[src/hdl/bmsi_pkg.sv]
// Purpose: Shared constants and types for the module select and interrupt id block.
// Assumes: 125 MHz system clock, eight-bit card/device address.
// Notes: Timing counts derive from times in nanoseconds.
package bmsi_pkg;

    // Address field layout: card selector high nibble, device selector low nibble.
    localparam int ADDR_W = 8;
    localparam int CARD_LSB = 4;
    localparam int SEL_W = 4;
    localparam int NUM_SEL = 16;
    localparam int DATA_W = 8;

    // Default card number and the device selector of the id device.
    localparam logic [3:0] CARD_NUM_RST = 4'h0;
    localparam logic [3:0] ID_DEV_SEL = 4'hF;

    // Most data devices that dedicated select lines can serve.
    localparam int DIRECT_MAX = 8;

    // Id byte layout: flag bit marks a pending request, low bits carry the number.
    localparam int ID_FLAG_BIT = 7;
    localparam int ID_NUM_W = 3;

    // Width of a derived strobe pulse in fast-bus mode.
    localparam int CLK_PERIOD_PS = 8000;
    localparam int STROBE_NS = 200;
    localparam int STROBE_CYC = (STROBE_NS * 1000 + CLK_PERIOD_PS - 1) / CLK_PERIOD_PS;
    localparam int STB_CNT_W = 8;

    // Buffer entry: device selector plus data byte.
    localparam int WBUF_W = SEL_W + DATA_W;
    localparam int WBUF_DEPTH = 2;

    // Synchronised pin vector width and bit positions.
    localparam int PIN_W = 29;
    localparam int PIN_IRQ_LSB = 0;
    localparam int PIN_ACK_BIT = 8;
    localparam int PIN_OBF_BIT = 9;
    localparam int PIN_WR_BIT = 10;
    localparam int PIN_RD_BIT = 11;
    localparam int PIN_BANK_BIT = 12;
    localparam int PIN_ADDR_LSB = 13;
    localparam int PIN_DATA_LSB = 21;

    // Fast-bus strobe sequencer states.
    typedef enum logic [1:0] {ST_IDLE, ST_RD_PULSE, ST_RD_LOAD, ST_WR_PULSE} bmsi_fsm_e;

endpackage

[src/hdl/bmsi_stream_if.sv]
// Purpose: Valid/ready carrier for write words between strobe logic and buffer.
// Assumes: Single clock domain.
// Notes: Source drives valid and data, sink drives ready.
`timescale 1ns/1ps
interface bmsi_stream_if #(parameter int W = 12);
    logic valid;
    logic ready;
    logic [W-1:0] data;
    modport src (output valid, output data, input ready);
    modport snk (input valid, input data, output ready);
endinterface

[src/hdl/bmsi_wbuf.sv]
// Purpose: Small FIFO holding write words so a stall downstream loses no fast-bus write.
// Assumes: Downstream drains with valid/ready in the same clock domain.
// Notes: Depth and width are parameters; output valid and full are flops.
`timescale 1ns/1ps
module bmsi_wbuf #(
    parameter int W = 12,
    parameter int DEPTH = 2
) (
    input wire logic clock,
    input wire logic nrst,
    bmsi_stream_if.snk in_s,
    output logic out_valid,
    input wire logic out_ready,
    output logic [W-1:0] out_data
);
    import bmsi_pkg::*;

    localparam int PW = $clog2(DEPTH);

    // A power of two keeps pointer wrap free of extra compare logic.
    if (DEPTH < 2 || (1 << PW) != DEPTH)
    begin : g_bad_depth
        $error("bmsi_wbuf: DEPTH must be a power of two, at least 2");
    end

    logic [W-1:0] mem_q [DEPTH];
    logic [PW-1:0] wp_q;
    logic [PW-1:0] rp_q;
    logic [PW:0] cnt_q;
    logic full_q;
    logic valid_q;

    wire push = in_s.valid && !full_q;
    wire pop = out_valid && out_ready;
    wire [PW:0] cnt_d = cnt_q + (PW+1)'(push) - (PW+1)'(pop);

    assign in_s.ready = !full_q;
    assign out_valid = valid_q;
    assign out_data = mem_q[rp_q];

    ////////////////////////////////////////////////////////////////////
    // Storage is not reset; only pointers and flags carry meaning.
    always_ff @(posedge clock)
    begin
        if (push)
            mem_q[wp_q] <= in_s.data;
    end

    // Pointers and honest full/valid flags, so the valid output is a flop.
    always_ff @(posedge clock or negedge nrst)
    begin
        if (!nrst)
        begin
            wp_q <= '0;
            rp_q <= '0;
            cnt_q <= '0;
            full_q <= 1'b0;
            valid_q <= 1'b0;
        end
        else
        begin
            wp_q <= wp_q + PW'(push);
            rp_q <= rp_q + PW'(pop);
            cnt_q <= cnt_d;
            full_q <= (cnt_d == (PW+1)'(DEPTH));
            valid_q <= (cnt_d != '0);
        end
    end
endmodule

[src/hdl/bmsi_top.sv]
// Purpose: Expansion module select decode, strobe generation and interrupt id device.
// Assumes: Host address and strobes are asynchronous pins; devices share this clock.
// Notes: The id device is the only data path driver inside this block.
//
// What this block does
// - Eight-bit address: card nibble, device nibble.
// - Direct select lines serve at most eight devices.
// - Read-only id device returns interrupting device number.
// - Id built from priority encoder, tri-state drive.
// - Transfers need select plus active-low strobe.
// - Fast-bus derives strobes from port handshakes.
// - Fast read returns previous byte; two reads.
// - Decoded select: match card first, then one device.
// - Bank expand low disables all decoding.
// - Interrupt lines asserted asynchronously, any time.
`timescale 1ns/1ps
module bmsi_top #(
    parameter logic [3:0] CARD_NUM = bmsi_pkg::CARD_NUM_RST,
    parameter bit DIRECT_SELECT = 1'b0,
    parameter int NUM_DEVS = 8,
    parameter logic [7:0] LVL7_MASK = 8'h00
) (
    input wire logic clock,
    input wire logic nrst,
    input wire logic fast_mode,
    input wire logic [bmsi_pkg::ADDR_W-1:0] card_dev_addr,
    input wire logic bank_expand,
    input wire logic rd_n,
    input wire logic wr_n,
    input wire logic host_out_full_n,
    input wire logic host_in_ack_n,
    input wire logic [bmsi_pkg::DATA_W-1:0] data_in,
    output logic [bmsi_pkg::DATA_W-1:0] data_out,
    output logic data_oe,
    output logic host_in_stb_n,
    output logic host_out_ack_n,
    input wire logic [7:0] dev_irq,
    output logic external_interrupt_request,
    output logic level7_interrupt_request,
    output logic [bmsi_pkg::NUM_SEL-1:0] dev_sel,
    output logic dev_rd_n,
    output logic dev_wr_n,
    output logic wq_valid,
    input wire logic wq_ready,
    output logic [bmsi_pkg::SEL_W-1:0] wq_dev,
    output logic [bmsi_pkg::DATA_W-1:0] wq_data
);
    import bmsi_pkg::*;

    // Elaboration checks: a device count the decode cannot serve stops the build.
    if (NUM_DEVS < 1 || NUM_DEVS > NUM_SEL)
    begin : g_bad_devs
        $error("bmsi_top: NUM_DEVS out of range");
    end
    if (DIRECT_SELECT && NUM_DEVS > DIRECT_MAX)
    begin : g_bad_direct
        $error("bmsi_top: direct select serves at most eight devices");
    end

    // Lowest request number wins; returns flag plus number.
    function automatic logic [DATA_W-1:0] prio_id(input logic [7:0] req);
        logic [DATA_W-1:0] r;
        r = '0;
        for (int i = 7; i >= 0; i--)
        begin
            if (req[i])
                r = {1'b1, 4'h0, i[ID_NUM_W-1:0]};
        end
        return r;
    endfunction

    ////////////////////////////////////////////////////////////////////
    // Pin synchroniser: three flops, a change counts when stages two and three agree.
    wire [PIN_W-1:0] pins_raw = {data_in, card_dev_addr, bank_expand, rd_n, wr_n,
                                 host_out_full_n, host_in_ack_n, dev_irq};
    logic [PIN_W-1:0] s1_q;
    logic [PIN_W-1:0] s2_q;
    logic [PIN_W-1:0] s3_q;
    logic [PIN_W-1:0] pin_q;
    wire [PIN_W-1:0] agree = ~(s2_q ^ s3_q);
    wire [PIN_W-1:0] pin_d = (s2_q & agree) | (pin_q & ~agree);
    localparam logic [PIN_W-1:0] PIN_RST = {8'h00, 8'h00, 1'b0, 1'b1, 1'b1, 1'b1, 1'b1, 8'h00};

    always_ff @(posedge clock or negedge nrst)
    begin
        if (!nrst)
        begin
            s1_q <= PIN_RST;
            s2_q <= PIN_RST;
            s3_q <= PIN_RST;
            pin_q <= PIN_RST;
        end
        else
        begin
            s1_q <= pins_raw;
            s2_q <= s1_q;
            s3_q <= s2_q;
            pin_q <= pin_d;
        end
    end

    // Named views of the filtered pins.
    wire [7:0] irq_f = pin_q[PIN_IRQ_LSB +: 8];
    wire ack_n_f = pin_q[PIN_ACK_BIT];
    wire obf_n_f = pin_q[PIN_OBF_BIT];
    wire wr_n_f = pin_q[PIN_WR_BIT];
    wire rd_n_f = pin_q[PIN_RD_BIT];
    wire bank_f = pin_q[PIN_BANK_BIT];
    wire [ADDR_W-1:0] addr_f = pin_q[PIN_ADDR_LSB +: ADDR_W];
    wire [DATA_W-1:0] bus_f = pin_q[PIN_DATA_LSB +: DATA_W];

    ////////////////////////////////////////////////////////////////////
    // Address decode. The host keeps the address latched, so no capture is needed.
    wire [SEL_W-1:0] card_f = addr_f[CARD_LSB +: SEL_W];
    wire [SEL_W-1:0] devsel_f = addr_f[SEL_W-1:0];
    wire card_hit = bank_f && (card_f == CARD_NUM);
    wire one_hot8 = (addr_f != '0) && ((addr_f & (addr_f - 8'h01)) == '0);
    wire direct_ok = bank_f && one_hot8 && (addr_f < (9'(1) << NUM_DEVS));
    wire dec_ok = card_hit && ((int'(devsel_f) < NUM_DEVS) || devsel_f == ID_DEV_SEL);
    wire [NUM_SEL-1:0] sel_dec = dec_ok ? (NUM_SEL'(1) << devsel_f) : '0;
    wire [NUM_SEL-1:0] sel_dir = direct_ok ? {8'h00, addr_f} : '0;
    wire [NUM_SEL-1:0] sel_now = DIRECT_SELECT ? sel_dir : sel_dec;
    wire id_hit = !DIRECT_SELECT && dec_ok && (devsel_f == ID_DEV_SEL);
    wire any_sel = |sel_now;
    wire [SEL_W-1:0] sel_num = DIRECT_SELECT ? SEL_W'($clog2(addr_f)) : devsel_f;

    // Interrupt id byte from the priority encoder.
    wire [DATA_W-1:0] id_byte = prio_id(irq_f);

    ////////////////////////////////////////////////////////////////////
    // Fast-bus sequencer and strobe timing.
    bmsi_fsm_e st_q;
    bmsi_fsm_e st_d;
    logic [STB_CNT_W-1:0] cnt_q;
    logic ack_n_d1_q;
    logic wr_pend_q;
    logic [WBUF_W-1:0] wr_word_q;
    logic wr_n_d1_q;

    wire ack_fall = ack_n_d1_q && !ack_n_f;
    wire cnt_done = (cnt_q == STB_CNT_W'(STROBE_CYC - 1));
    wire wr_rise = !wr_n_d1_q && wr_n_f;

    // Next state; a pending write blocks new fast writes so the host is held off.
    always_comb
    begin
        st_d = st_q;
        unique case (st_q)
            ST_IDLE:
            begin
                if (fast_mode && ack_fall && any_sel)
                    st_d = ST_RD_PULSE;
                else if (fast_mode && !obf_n_f && !wr_pend_q && any_sel)
                    st_d = ST_WR_PULSE;
            end
            ST_RD_PULSE:
            begin
                if (cnt_done)
                    st_d = ST_RD_LOAD;
            end
            ST_RD_LOAD:
                st_d = ST_IDLE;
            ST_WR_PULSE:
            begin
                if (cnt_done)
                    st_d = ST_IDLE;
            end
        endcase
    end

    // Effective strobes: handshake-derived in fast mode, host pins otherwise.
    wire fast_rd = (st_q == ST_RD_PULSE);
    wire fast_wr = (st_q == ST_WR_PULSE);
    wire rd_act = fast_mode ? fast_rd : !rd_n_f;
    wire wr_act = fast_mode ? fast_wr : !wr_n_f;
    wire wr_end = fast_mode ? (fast_wr && cnt_done) : (wr_rise && any_sel);

    // Write word handed to the buffer; held while the buffer is full.
    bmsi_stream_if #(.W(WBUF_W)) wsrc ();
    assign wsrc.valid = wr_pend_q;
    assign wsrc.data = wr_word_q;

    ////////////////////////////////////////////////////////////////////
    // Sequencer registers.
    always_ff @(posedge clock or negedge nrst)
    begin
        if (!nrst)
        begin
            st_q <= ST_IDLE;
            cnt_q <= '0;
            ack_n_d1_q <= 1'b1;
            wr_n_d1_q <= 1'b1;
        end
        else
        begin
            st_q <= st_d;
            cnt_q <= (st_d != st_q || st_q == ST_IDLE) ? '0 : cnt_q + STB_CNT_W'(1);
            ack_n_d1_q <= ack_n_f;
            wr_n_d1_q <= wr_n_f;
        end
    end

    // Write capture; the data is taken at the end of the strobe.
    // A new word wins over the push that frees the slot in the same cycle.
    always_ff @(posedge clock or negedge nrst)
    begin
        if (!nrst)
        begin
            wr_pend_q <= 1'b0;
            wr_word_q <= '0;
        end
        else if (wr_end && (!wr_pend_q || wsrc.ready))
        begin
            wr_pend_q <= 1'b1;
            wr_word_q <= {sel_num, bus_f};
        end
        else if (wsrc.ready)
            wr_pend_q <= 1'b0;
    end

    ////////////////////////////////////////////////////////////////////
    // Registered outputs toward devices, host port and data path.
    always_ff @(posedge clock or negedge nrst)
    begin
        if (!nrst)
        begin
            dev_sel <= '0;
            dev_rd_n <= 1'b1;
            dev_wr_n <= 1'b1;
            data_out <= '0;
            data_oe <= 1'b0;
            host_in_stb_n <= 1'b1;
            host_out_ack_n <= 1'b1;
            external_interrupt_request <= 1'b0;
            level7_interrupt_request <= 1'b0;
        end
        else
        begin
            dev_sel <= sel_now;
            dev_rd_n <= !(rd_act && any_sel);
            dev_wr_n <= !(wr_act && any_sel);
            data_out <= (id_hit && rd_act) ? id_byte : '0;
            data_oe <= id_hit && rd_act;
            host_in_stb_n <= !(st_q == ST_RD_LOAD);
            host_out_ack_n <= !fast_wr;
            external_interrupt_request <= |(irq_f & ~LVL7_MASK);
            level7_interrupt_request <= |(irq_f & LVL7_MASK);
        end
    end

    // Two-entry buffer between capture and the device write port.
    bmsi_wbuf #(.W(WBUF_W), .DEPTH(WBUF_DEPTH)) u_wbuf (
        .clock(clock),
        .nrst(nrst),
        .in_s(wsrc),
        .out_valid(wq_valid),
        .out_ready(wq_ready),
        .out_data({wq_dev, wq_data})
    );
endmodule

[config.mk]
export PLATFORM = sky130hd
export DESIGN_NAME = bmsi_top
export DESIGN_NICKNAME = d
export VERILOG_FILES = /design/src/hdl/bmsi_pkg.sv /design/src/hdl/bmsi_stream_if.sv /design/src/hdl/bmsi_wbuf.sv /design/src/hdl/bmsi_top.sv
export SDC_FILE = /design/constraint.sdc
export NUM_CORES = 1
export LEC_CHECK = 0
export CORE_ASPECT_RATIO = 1.1
export CORE_UTILIZATION = 41
export DETAILED_ROUTE_END_ITERATION = 7
export DONT_BUFFER_PORTS = 1
export PLACE_DENSITY = 0.54
export SYNTH_ARGS = -nofsm -noshare
export SYNTH_HDL_FRONTEND = slang
export SYNTH_HIERARCHICAL = 1
export SYNTH_SLANG_ARGS = --single-unit
[constraint.sdc]
create_clock -name clock -period 1.9 [get_ports clock]
set_clock_uncertainty 0.15 [all_clocks]
set_input_delay 0.285 -clock clock [delete_from_list [all_inputs] [get_ports clock]]
set_output_delay 0.285 -clock clock [all_outputs]
set_load 0.02 [all_outputs]
==> results of run 1 <==
cells in the mapped netlist:
master     instances  area [µm²]
xnor2_1            7        61.3
nor4_4             1        21.3
nor4b_1            3        26.3
dfrtp_1          151        3780
o21ai_0            2        10.0
or4b_4             3        41.3
nor3_2             2        20.0
nand2b_1           3        18.8
mux2_1             3        33.8
a211oi_1           2        15.0
mux2_4            19         285
maj3_1            29         290
conb_1             1        3.75
xor2_1             3        26.3
o21a_1             1        7.51
nand4bb_1          1        11.3
a211oi_4           1        20.0
a21oi_1            2        10.0
ha_1               4        50.1
and3_1             2        12.5
or3_1              2        12.5
and2_1             1        6.26
o22ai_1            1        6.26
o21ai_2            1        8.76
buf_6              2        22.5
clkbuf_1           4        15.0
o21bai_1           3        22.5
nand4_1            1        6.26
buf_4              5        37.5
nor3b_1            4        30.0
mux2_2             2        22.5
nor3_1             5        25.0
nor2b_4            1        13.8
dfstp_2           22         578
nand2_1           14        52.6
inv_1              8        30.0
nand3_1            5        25.0
a21o_1             1        7.51
nor4_1             4        25.0
edfxtp_1          24         721
nor4b_4            1        23.8
nor2_1            13        48.8
layout make-up:
cell class                      count  area [µm²]
Multi-Input combinational cell    159        1470
Clock inverter                     10        97.6
Timing Repair Buffer               61         567
Sequential cell                   197        5080
Tap cell                          196         245
Fill cell                        1254        7270
Inverter                            8        30.0
Clock buffer                       20         468
logic make-up (layout without fill, tap and decap cells):
logic type	after synthesis	count (layout)	synth area share (%)
multiplexers	24	24	5.27
AO/OA/AOI/OAI	14	14	1.66
flip-flops	197	197	78.3
AND/OR/NAND/NOR	66	66	6.48
XOR/XNOR	10	10	1.35
other	1	12	0.0578
buffers and inverters	19	99	1.62
adder cells (fa/ha/maj)	33	33	5.25
worst max-delay path: stages (launching register included):
cell and delay (ns):
dfrtp_1 0.38, or4b_4 0.58, a211oi_4 0.28, o21ai_2 0.11, buf_12 0.16, mux2_4 0.29
how the worst min path moves through the flow:
stage	start	end	slack, ns
5_1_grt	nrst	s2_q[4]	-0.62
2_1_floorplan	nrst	async pin	-0.16
6_report	nrst	s3_q[6]	-0.59
3_5_place_dp	nrst	s1_q[6]	-0.15
3_3_place_gp	nrst	s1_q[7]	-0.16
4_1_cts	nrst	s1_q[6]	-0.62
timing repair:
item,CTS,global route
gates resized for setup,17,15
pin swaps,6,5
endpoints found under the hold margin,206,173
setup buffers,1,1
setup endpoints to repair,35,36
through the flow:
stage | utilization [%] | TNS [ns] | setup slack, ns
after global placement | 45.4 | -2.24 | -0.134
final | 52.2 | -2.22 | -0.173
after CTS | 51.7 | -2.45 | -0.184
after global routing | 52.2 | -3.44 | -0.237
after floorplan | - | -1.24 | -0.117
after detailed placement | 45.4 | -3.36 | -0.195
report_power, final:
group | internal [mW] | switching (mW) | leakage (nW)
Sequential | 4.57 | 0.169 | 2.29
Combinational | 0.455 | 0.408 | 0.856
Clock | 1.92 | 1.47 | 0.274
Total | 6.94 | 2.05 | 3.42
per-layer routing:
metal / GRT usage [%] / share of wire (%)
met5: 0 / 0
met1: 15.2 / 45
met2: 19.1 / 48
met4: 6.79 / 2.2
met3: 4.34 / 4.2
==> summary.md, run 1 <==
The flow ran to the end, but the final reports show violations. The final reports fail on negative hold slack, negative setup slack. The share of the Yosys chip area taken by registers is 78.3%.

The run gives 0 as the number of max-slew violations in the final report. For the remaining design rule violation count, the log shows 0. The die covers 16300 µm². The worst-skew pair later-pin latency was 0.42 ns. Clock tree synthesis selected as its root buffer the cell clkbuf_16.

In the layout the commonest cells are 151 x dfrtp_1, 31 x dlygate4sd3_1, 29 x maj3_1. The worst-path maximum fanout came out at 12. For the final hold slack, the log shows -0.592 ns. The first global-routing pass estimated 15.0 mm of wire. Once layout is complete, the cells apart from fillers number 651. The actual transition at the worst max-transition pin was 0.675 ns; the post-detailed-route count of antenna-violating nets was 0. The area of the core region was 15200 µm²; the count of state elements after synthesis was 197.

The logs give 42.6% for the starting utilization of the core area and 173 for the final count of hold timing violations. Number of I/O pins: 77. The routed design has 9.10 mm of wire. The library cell used most frequently in the layout, excluding fill and tap cells, is dfrtp_1.

STA classifies the critical path endpoint as a flip-flop. The tools report the overall power of the completed layout as 8.98 mW. Setup repair after global routing could not meet its margin everywhere.

The initial detailed-routing violation count was 123; the tightest slew margin relative to the limit was 54.6%. The number of clock sinks seen by CTS is 197. The worst setup path is of the flip-flop to flip-flop kind.

TritonCTS built the clock tree. Summed over all cells, the static leakage comes to 3.42 nW. Hold repair after CTS inserted 31 buffers.

Routability-driven placement finished with a final weighted congestion of 0.731. Data arrives at the worst endpoint at 2.23 ns. The path class of the lowest-slack min-delay path is input pin to async pin. Per-instance average area after synthesis: 17.8 µm². The initial antenna violation count came out at 0. The cell area that synthesis handed to floorplanning was 6480 µm². The maximum buffer depth of the clock tree was 2; the final worst-path setup slack was -0.173 ns. The final critical delay including setup and external delays was 2.07 ns.

The capture point of the worst path was wr_word_q[5]. Measured in cells, the most critical reg-to-reg path has a length of 5. The maximum achievable frequency came out at 0.482 GHz. Setup slack on the worst reg-to-reg path comes out at -0.17 ns.

In this run the critical register-to-register path is captured at wr_word_q[5]. The run gives 0 as the number of diodes added for antenna fixing. In this run, distinct cell masters in the synthesized netlist total 42. The pre-antenna-repair detailed-routing pass consisted of 4 iterations.

The logs give 2.06 ns for the critical path data required time and 3101 for the number of global-route vias before repair. The tools report the HPWL reported at the end of detailed placement as 5.78 mm. The vertical die dimension is 134 µm, and the pin count of the biggest net entering global routing is 174. The number of port buffers is 0, and the number of nets in the final layout is 481. Of the cells placed in the final design, the portion with a size suffix greater than 1 is 29.5%.

The final worst-path cycle share was 109%. Global routing finished with a remaining overflow of 0. The area overhead of the layout relative to synthesis was 22.7%; the number of cells after detailed placement was 588. The final count of negative-setup-slack endpoints was 19; the clock transition at the register clock pins on the worst setup and hold paths after CTS was 0.07 ns.

Synthesis produced a netlist whose cell count is 364. The run gives 6920 µm² as the placed instance area. The run gives 6 as the number of synthesis warnings.

The run gives 47 as the number of standard-cell rows in the floorplan. The worst setup path is launched from a flip-flop. Using the TritonRoute via totals, the vias-per-cell ratio works out to 4.65. The average wire per standard cell is 14.0 µm, and the vias after detailed routing is 3028. The level count of the clock H-tree is 4, and the number of buffers inserted during clock tree synthesis is 17. Global routing consumed, over all layers together, 12.4% of the routing resources.

The finished cells cover 7960 µm². Dividing total power by cell area gives a power density of 1130 nW/µm². Max-cap violations in this run came to 0. IR analysis of the VDD net gives a maximum drop of 616 µV.

The width of the die was 122 µm.
(Power assumes the default switching activity.)
==> run 2: changes to the inputs <==
--- a/config.mk
+++ b/config.mk
@@ -7,4 +7,5 @@
 export LEC_CHECK = 0
 export CORE_ASPECT_RATIO = 1.1
+export CORE_MARGIN = 2
 export CORE_UTILIZATION = 41
 export DETAILED_ROUTE_END_ITERATION = 7
--- a/constraint.sdc
+++ b/constraint.sdc
@@ -3,3 +3,3 @@
 set_input_delay 0.285 -clock clock [delete_from_list [all_inputs] [get_ports clock]]
 set_output_delay 0.285 -clock clock [all_outputs]
-set_load 0.02 [all_outputs]
+set_load 0.01 [all_outputs]
==> run 2 against run 1 <==
  * The run still ends with negative hold slack, negative setup slack left
  * Highest routed layer unchanged
  * Sequential power hardly changed
  * Final area is 0.19% higher
  * Utilization is 1.2 points lower
  * Worst setup slack better by 0.014 ns
  * Sequential share of layout area is 0.12 points lower
  * Maximum frequency is 0.69% higher
  * Cell count is 1.2% higher
  * Critical path type unchanged
  * Largest power group unchanged
  * Sequential cell count stayed put
  * First-iteration DRC count is 14% lower
  * Register-to-register slack hardly changed
==> summary.md, run 2 (same netlist as run 1, synthesis figures left out) <==
The run finished, with violations left. Failing checks: negative hold slack, negative setup slack (unchanged). The logs give 77 (unchanged) for the number of I/O pins and 6.74 mW (was 6.94 mW) for the internal power summed over all cells. The run gives 3071 (was 3101) as the number of global-route vias before repair. The area occupied by multi-input gates is 1480 µm² (was 1470 µm²). The origin of the worst setup path is cnt_q[0].

The final standard cell utilization of the core was 51.0% (was 52.2%). The tools report the startpoint kind of the worst setup timing path as a flip-flop (unchanged). The leakage component of the power is 3.44 nW (was 3.42 nW), and the tightest slew margin relative to the limit is 57.8% (was 54.6%). The total routing resource utilization after global routing was 12.3% (was 12.4%); the number of buffers inserted during clock tree synthesis was 17 (unchanged). The logs give 2.04 mW (was 2.05 mW) for the net switching component of the power and 37.1% (was 37.7%) for the clock network fraction of design power. The clock transition at the register clock pins on the worst setup and hold paths after CTS was 0.07 ns (about the same). The maximum achievable frequency was 0.486 GHz (was 0.482 GHz). The post-detailed-route count of antenna-violating nets came out at 0 (unchanged). The signal arrival time at the worst endpoint was 2.22 ns (was 2.23 ns). Setup repair after global routing could not meet its margin everywhere. The area overhead of the layout relative to synthesis was 22.9% (was 22.7%); the number of fill cells in the layout was 1318 (was 1254).

The sequential share of power was 54.0% (was 52.7%). For the quantity of hold-fixing buffers added after cts, the log shows 31 (unchanged). The full die area is 16800 µm² (was 16300 µm²), and the width of the die is 124 µm (was 122 µm).

The run gives 9.21 mm (was 9.10 mm) as the final routed wirelength across all metal layers. The combined flip-flop and latch cell area was 5080 µm² (unchanged); the ratio of total power to cell area was 1100 nW/µm² (was 1130 nW/µm²). Path class of the lowest-slack min-delay path: input pin to async pin (unchanged). The endpoint class of the critical path was a flip-flop (unchanged).

The switching power share of the total is 23.2% (was 22.8%), and the number of max-slew violations in the final report is 0 (unchanged). Final critical delay including setup and external delays: 2.06 ns (was 2.07 ns). The number of clock sinks seen by CTS was 197 (unchanged). The tools report the worst-skew pair later-pin latency as 0.43 ns (was 0.42 ns). The run gives -0.16 ns (was -0.17 ns) as the reg-to-reg setup timing slack. Final count of hold timing violations: 173 (unchanged). Total iterations of the first detailed-routing run: 4 (unchanged).

Vertical die dimension: 136 µm (was 134 µm). The actual transition at the worst max-transition pin is 0.627 ns (was 0.675 ns), and the level count of the clock H-tree is 4 (unchanged). The relative contribution of combinational cells to total power is 9.0% (was 9.6%).

The tools report the pin count of the biggest net entering global routing as 174 (unchanged). TritonCTS built the clock tree. The tools report the HPWL reported at the end of detailed placement as 5.77 mm (was 5.78 mm). The run gives 31 (was 19) as the final count of negative-setup-slack endpoints. The maximum buffer depth of the clock tree was 2 (unchanged); the overall power of the completed layout was 8.77 mW (was 8.98 mW). The final hold slack was -0.595 ns (was -0.592 ns).

The initial antenna violation count was 0 (unchanged). The worst-case vdd ir drop was 631 µV (was 616 µV). The worst-path maximum fanout is 12 (unchanged), and the number of port buffers is 0 (unchanged).

The tools report the number of nets in the final layout as 483 (was 481). The startpoint identified for the worst register-to-register timing path is cnt_q[0]. The tools report the buffer cell driving the clock tree root as clkbuf_16 (unchanged). The logs give 41.5% (was 42.6%) for the starting utilization of the core area and 0 (unchanged) for the max-capacitance violation count. Commonest cells after routing, fill and taps aside: 151 x dfrtp_1, 31 x dlygate4sd3_1, 29 x maj3_1 (unchanged). Critical path class: flip-flop to flip-flop (unchanged). The total global routing overflow is 0 (unchanged), and the number of standard-cell rows in the floorplan is 48 (was 47). The run gives -0.159 ns (was -0.173 ns) as the final worst-path setup slack. For the vias after detailed routing, the log shows 2982 (was 3028). The most common library cell in the layout ignoring fill and taps was dfrtp_1 (unchanged). The run gives 106 (was 123) as the initial detailed-routing violation count. The final weighted congestion in routability-driven placement came out at 0.717 (was 0.731). Average wire per standard cell: 14.0 µm (about the same). The via density per instance was 4.53 (was 4.65); the number of diodes added for antenna fixing was 0 (unchanged).

The remaining design rule violation count came out at 0 (unchanged). For the critical path data required time, the log shows 2.06 ns (about the same). The first-pass GRT wire length is 15.2 mm (was 15.0 mm), and the share of cells above drive strength 1 is 29.4% (was 29.5%). The run gives -0.189 ns (was -0.195 ns) as the worst slack at placement. The final worst-path cycle share came out at 108% (was 109%). For the area of the core region, the log shows 15600 µm² (was 15200 µm²).
[run 2: cell types whose count changed in the layout (fill, tap and decap cells not counted), sizes merged]
cell,change
clkbuf,-1
bufinv,-1
buf,+2
clkinv,+2
clkinvlp,-1
inv,+3
[run 2: critical path: stages (launching register included)]
cell     delay, ns
dfrtp_1       0.39
inv_1         0.06
ha_1          0.13
or4b_4        0.48
nor4_4        0.18
o21ai_2       0.10
buf_12        0.16
mux2_4        0.30
[run 2: timing repair]
| action | CTS | global route |
|---|---|---|
| setup endpoints to repair | 35 | 33 |
| buffers inserted | 2 | 5 |
| gates resized for setup | 14 | 16 |
| pin swaps | 2 | 14 |
| endpoints found under the hold margin | 206 | 173 |
[run 2: path summary, 6_finish.rpt]
kind	end	cells after the start
setup / recovery	wr_word_q[5]	7
hold / removal	s1_q[6]	0
setup reg to reg	wr_word_q[5]	7
hold reg to reg	s2_q[4]	0
max in group asynchronous	wr_n_d1_q	0
min in group clock	dev_wr_n	3
[run 2: power groups by stage]
stage	sequential, mW	combinational [mW]	clock (mW)
after floorplan	4.77	0.569	0
after global placement	4.80	0.668	0
after detailed placement	4.81	0.685	0
after CTS	4.73	0.761	3.37
after global routing	4.77	0.874	3.54
final	4.73	0.788	3.25
[run 2: layout make-up]
type | instances | share of cell area [%]
Clock buffer | 19 | 5.56
Sequential cell | 197 | 63.7
Timing Repair Buffer | 63 | 7.50
Tap cell | 200 | 3.14
Inverter | 8 | 0.377
Clock inverter | 13 | 1.19
Multi-Input combinational cell | 159 | 18.5
[run 2: through the flow]
step | cell area [µm²] | TNS [ns] | cells | hold WS (ns)
after floorplan | 6530 | -1.24 | 375 | -0.161
after detailed placement | 6900 | -2.90 | 589 | -0.156
after global placement | 6900 | -2.22 | 589 | -0.156
final | 7970 | -3.16 | 659 | -0.595
after CTS | 7840 | -2.31 | 654 | -0.622
after global routing | 7970 | -5.34 | 659 | -0.623
[run 2: per-layer routing]
metal / up-vias / track usage (%) / share of wire (%)
met5: - / 0 / 0
met4: 0 / 7.12 / 2.7
met3: 16 / 3.86 / 4.7
met2: 63 / 18.4 / 48
met1: 1500 / 15.8 / 45
li1: 1403 / - / -
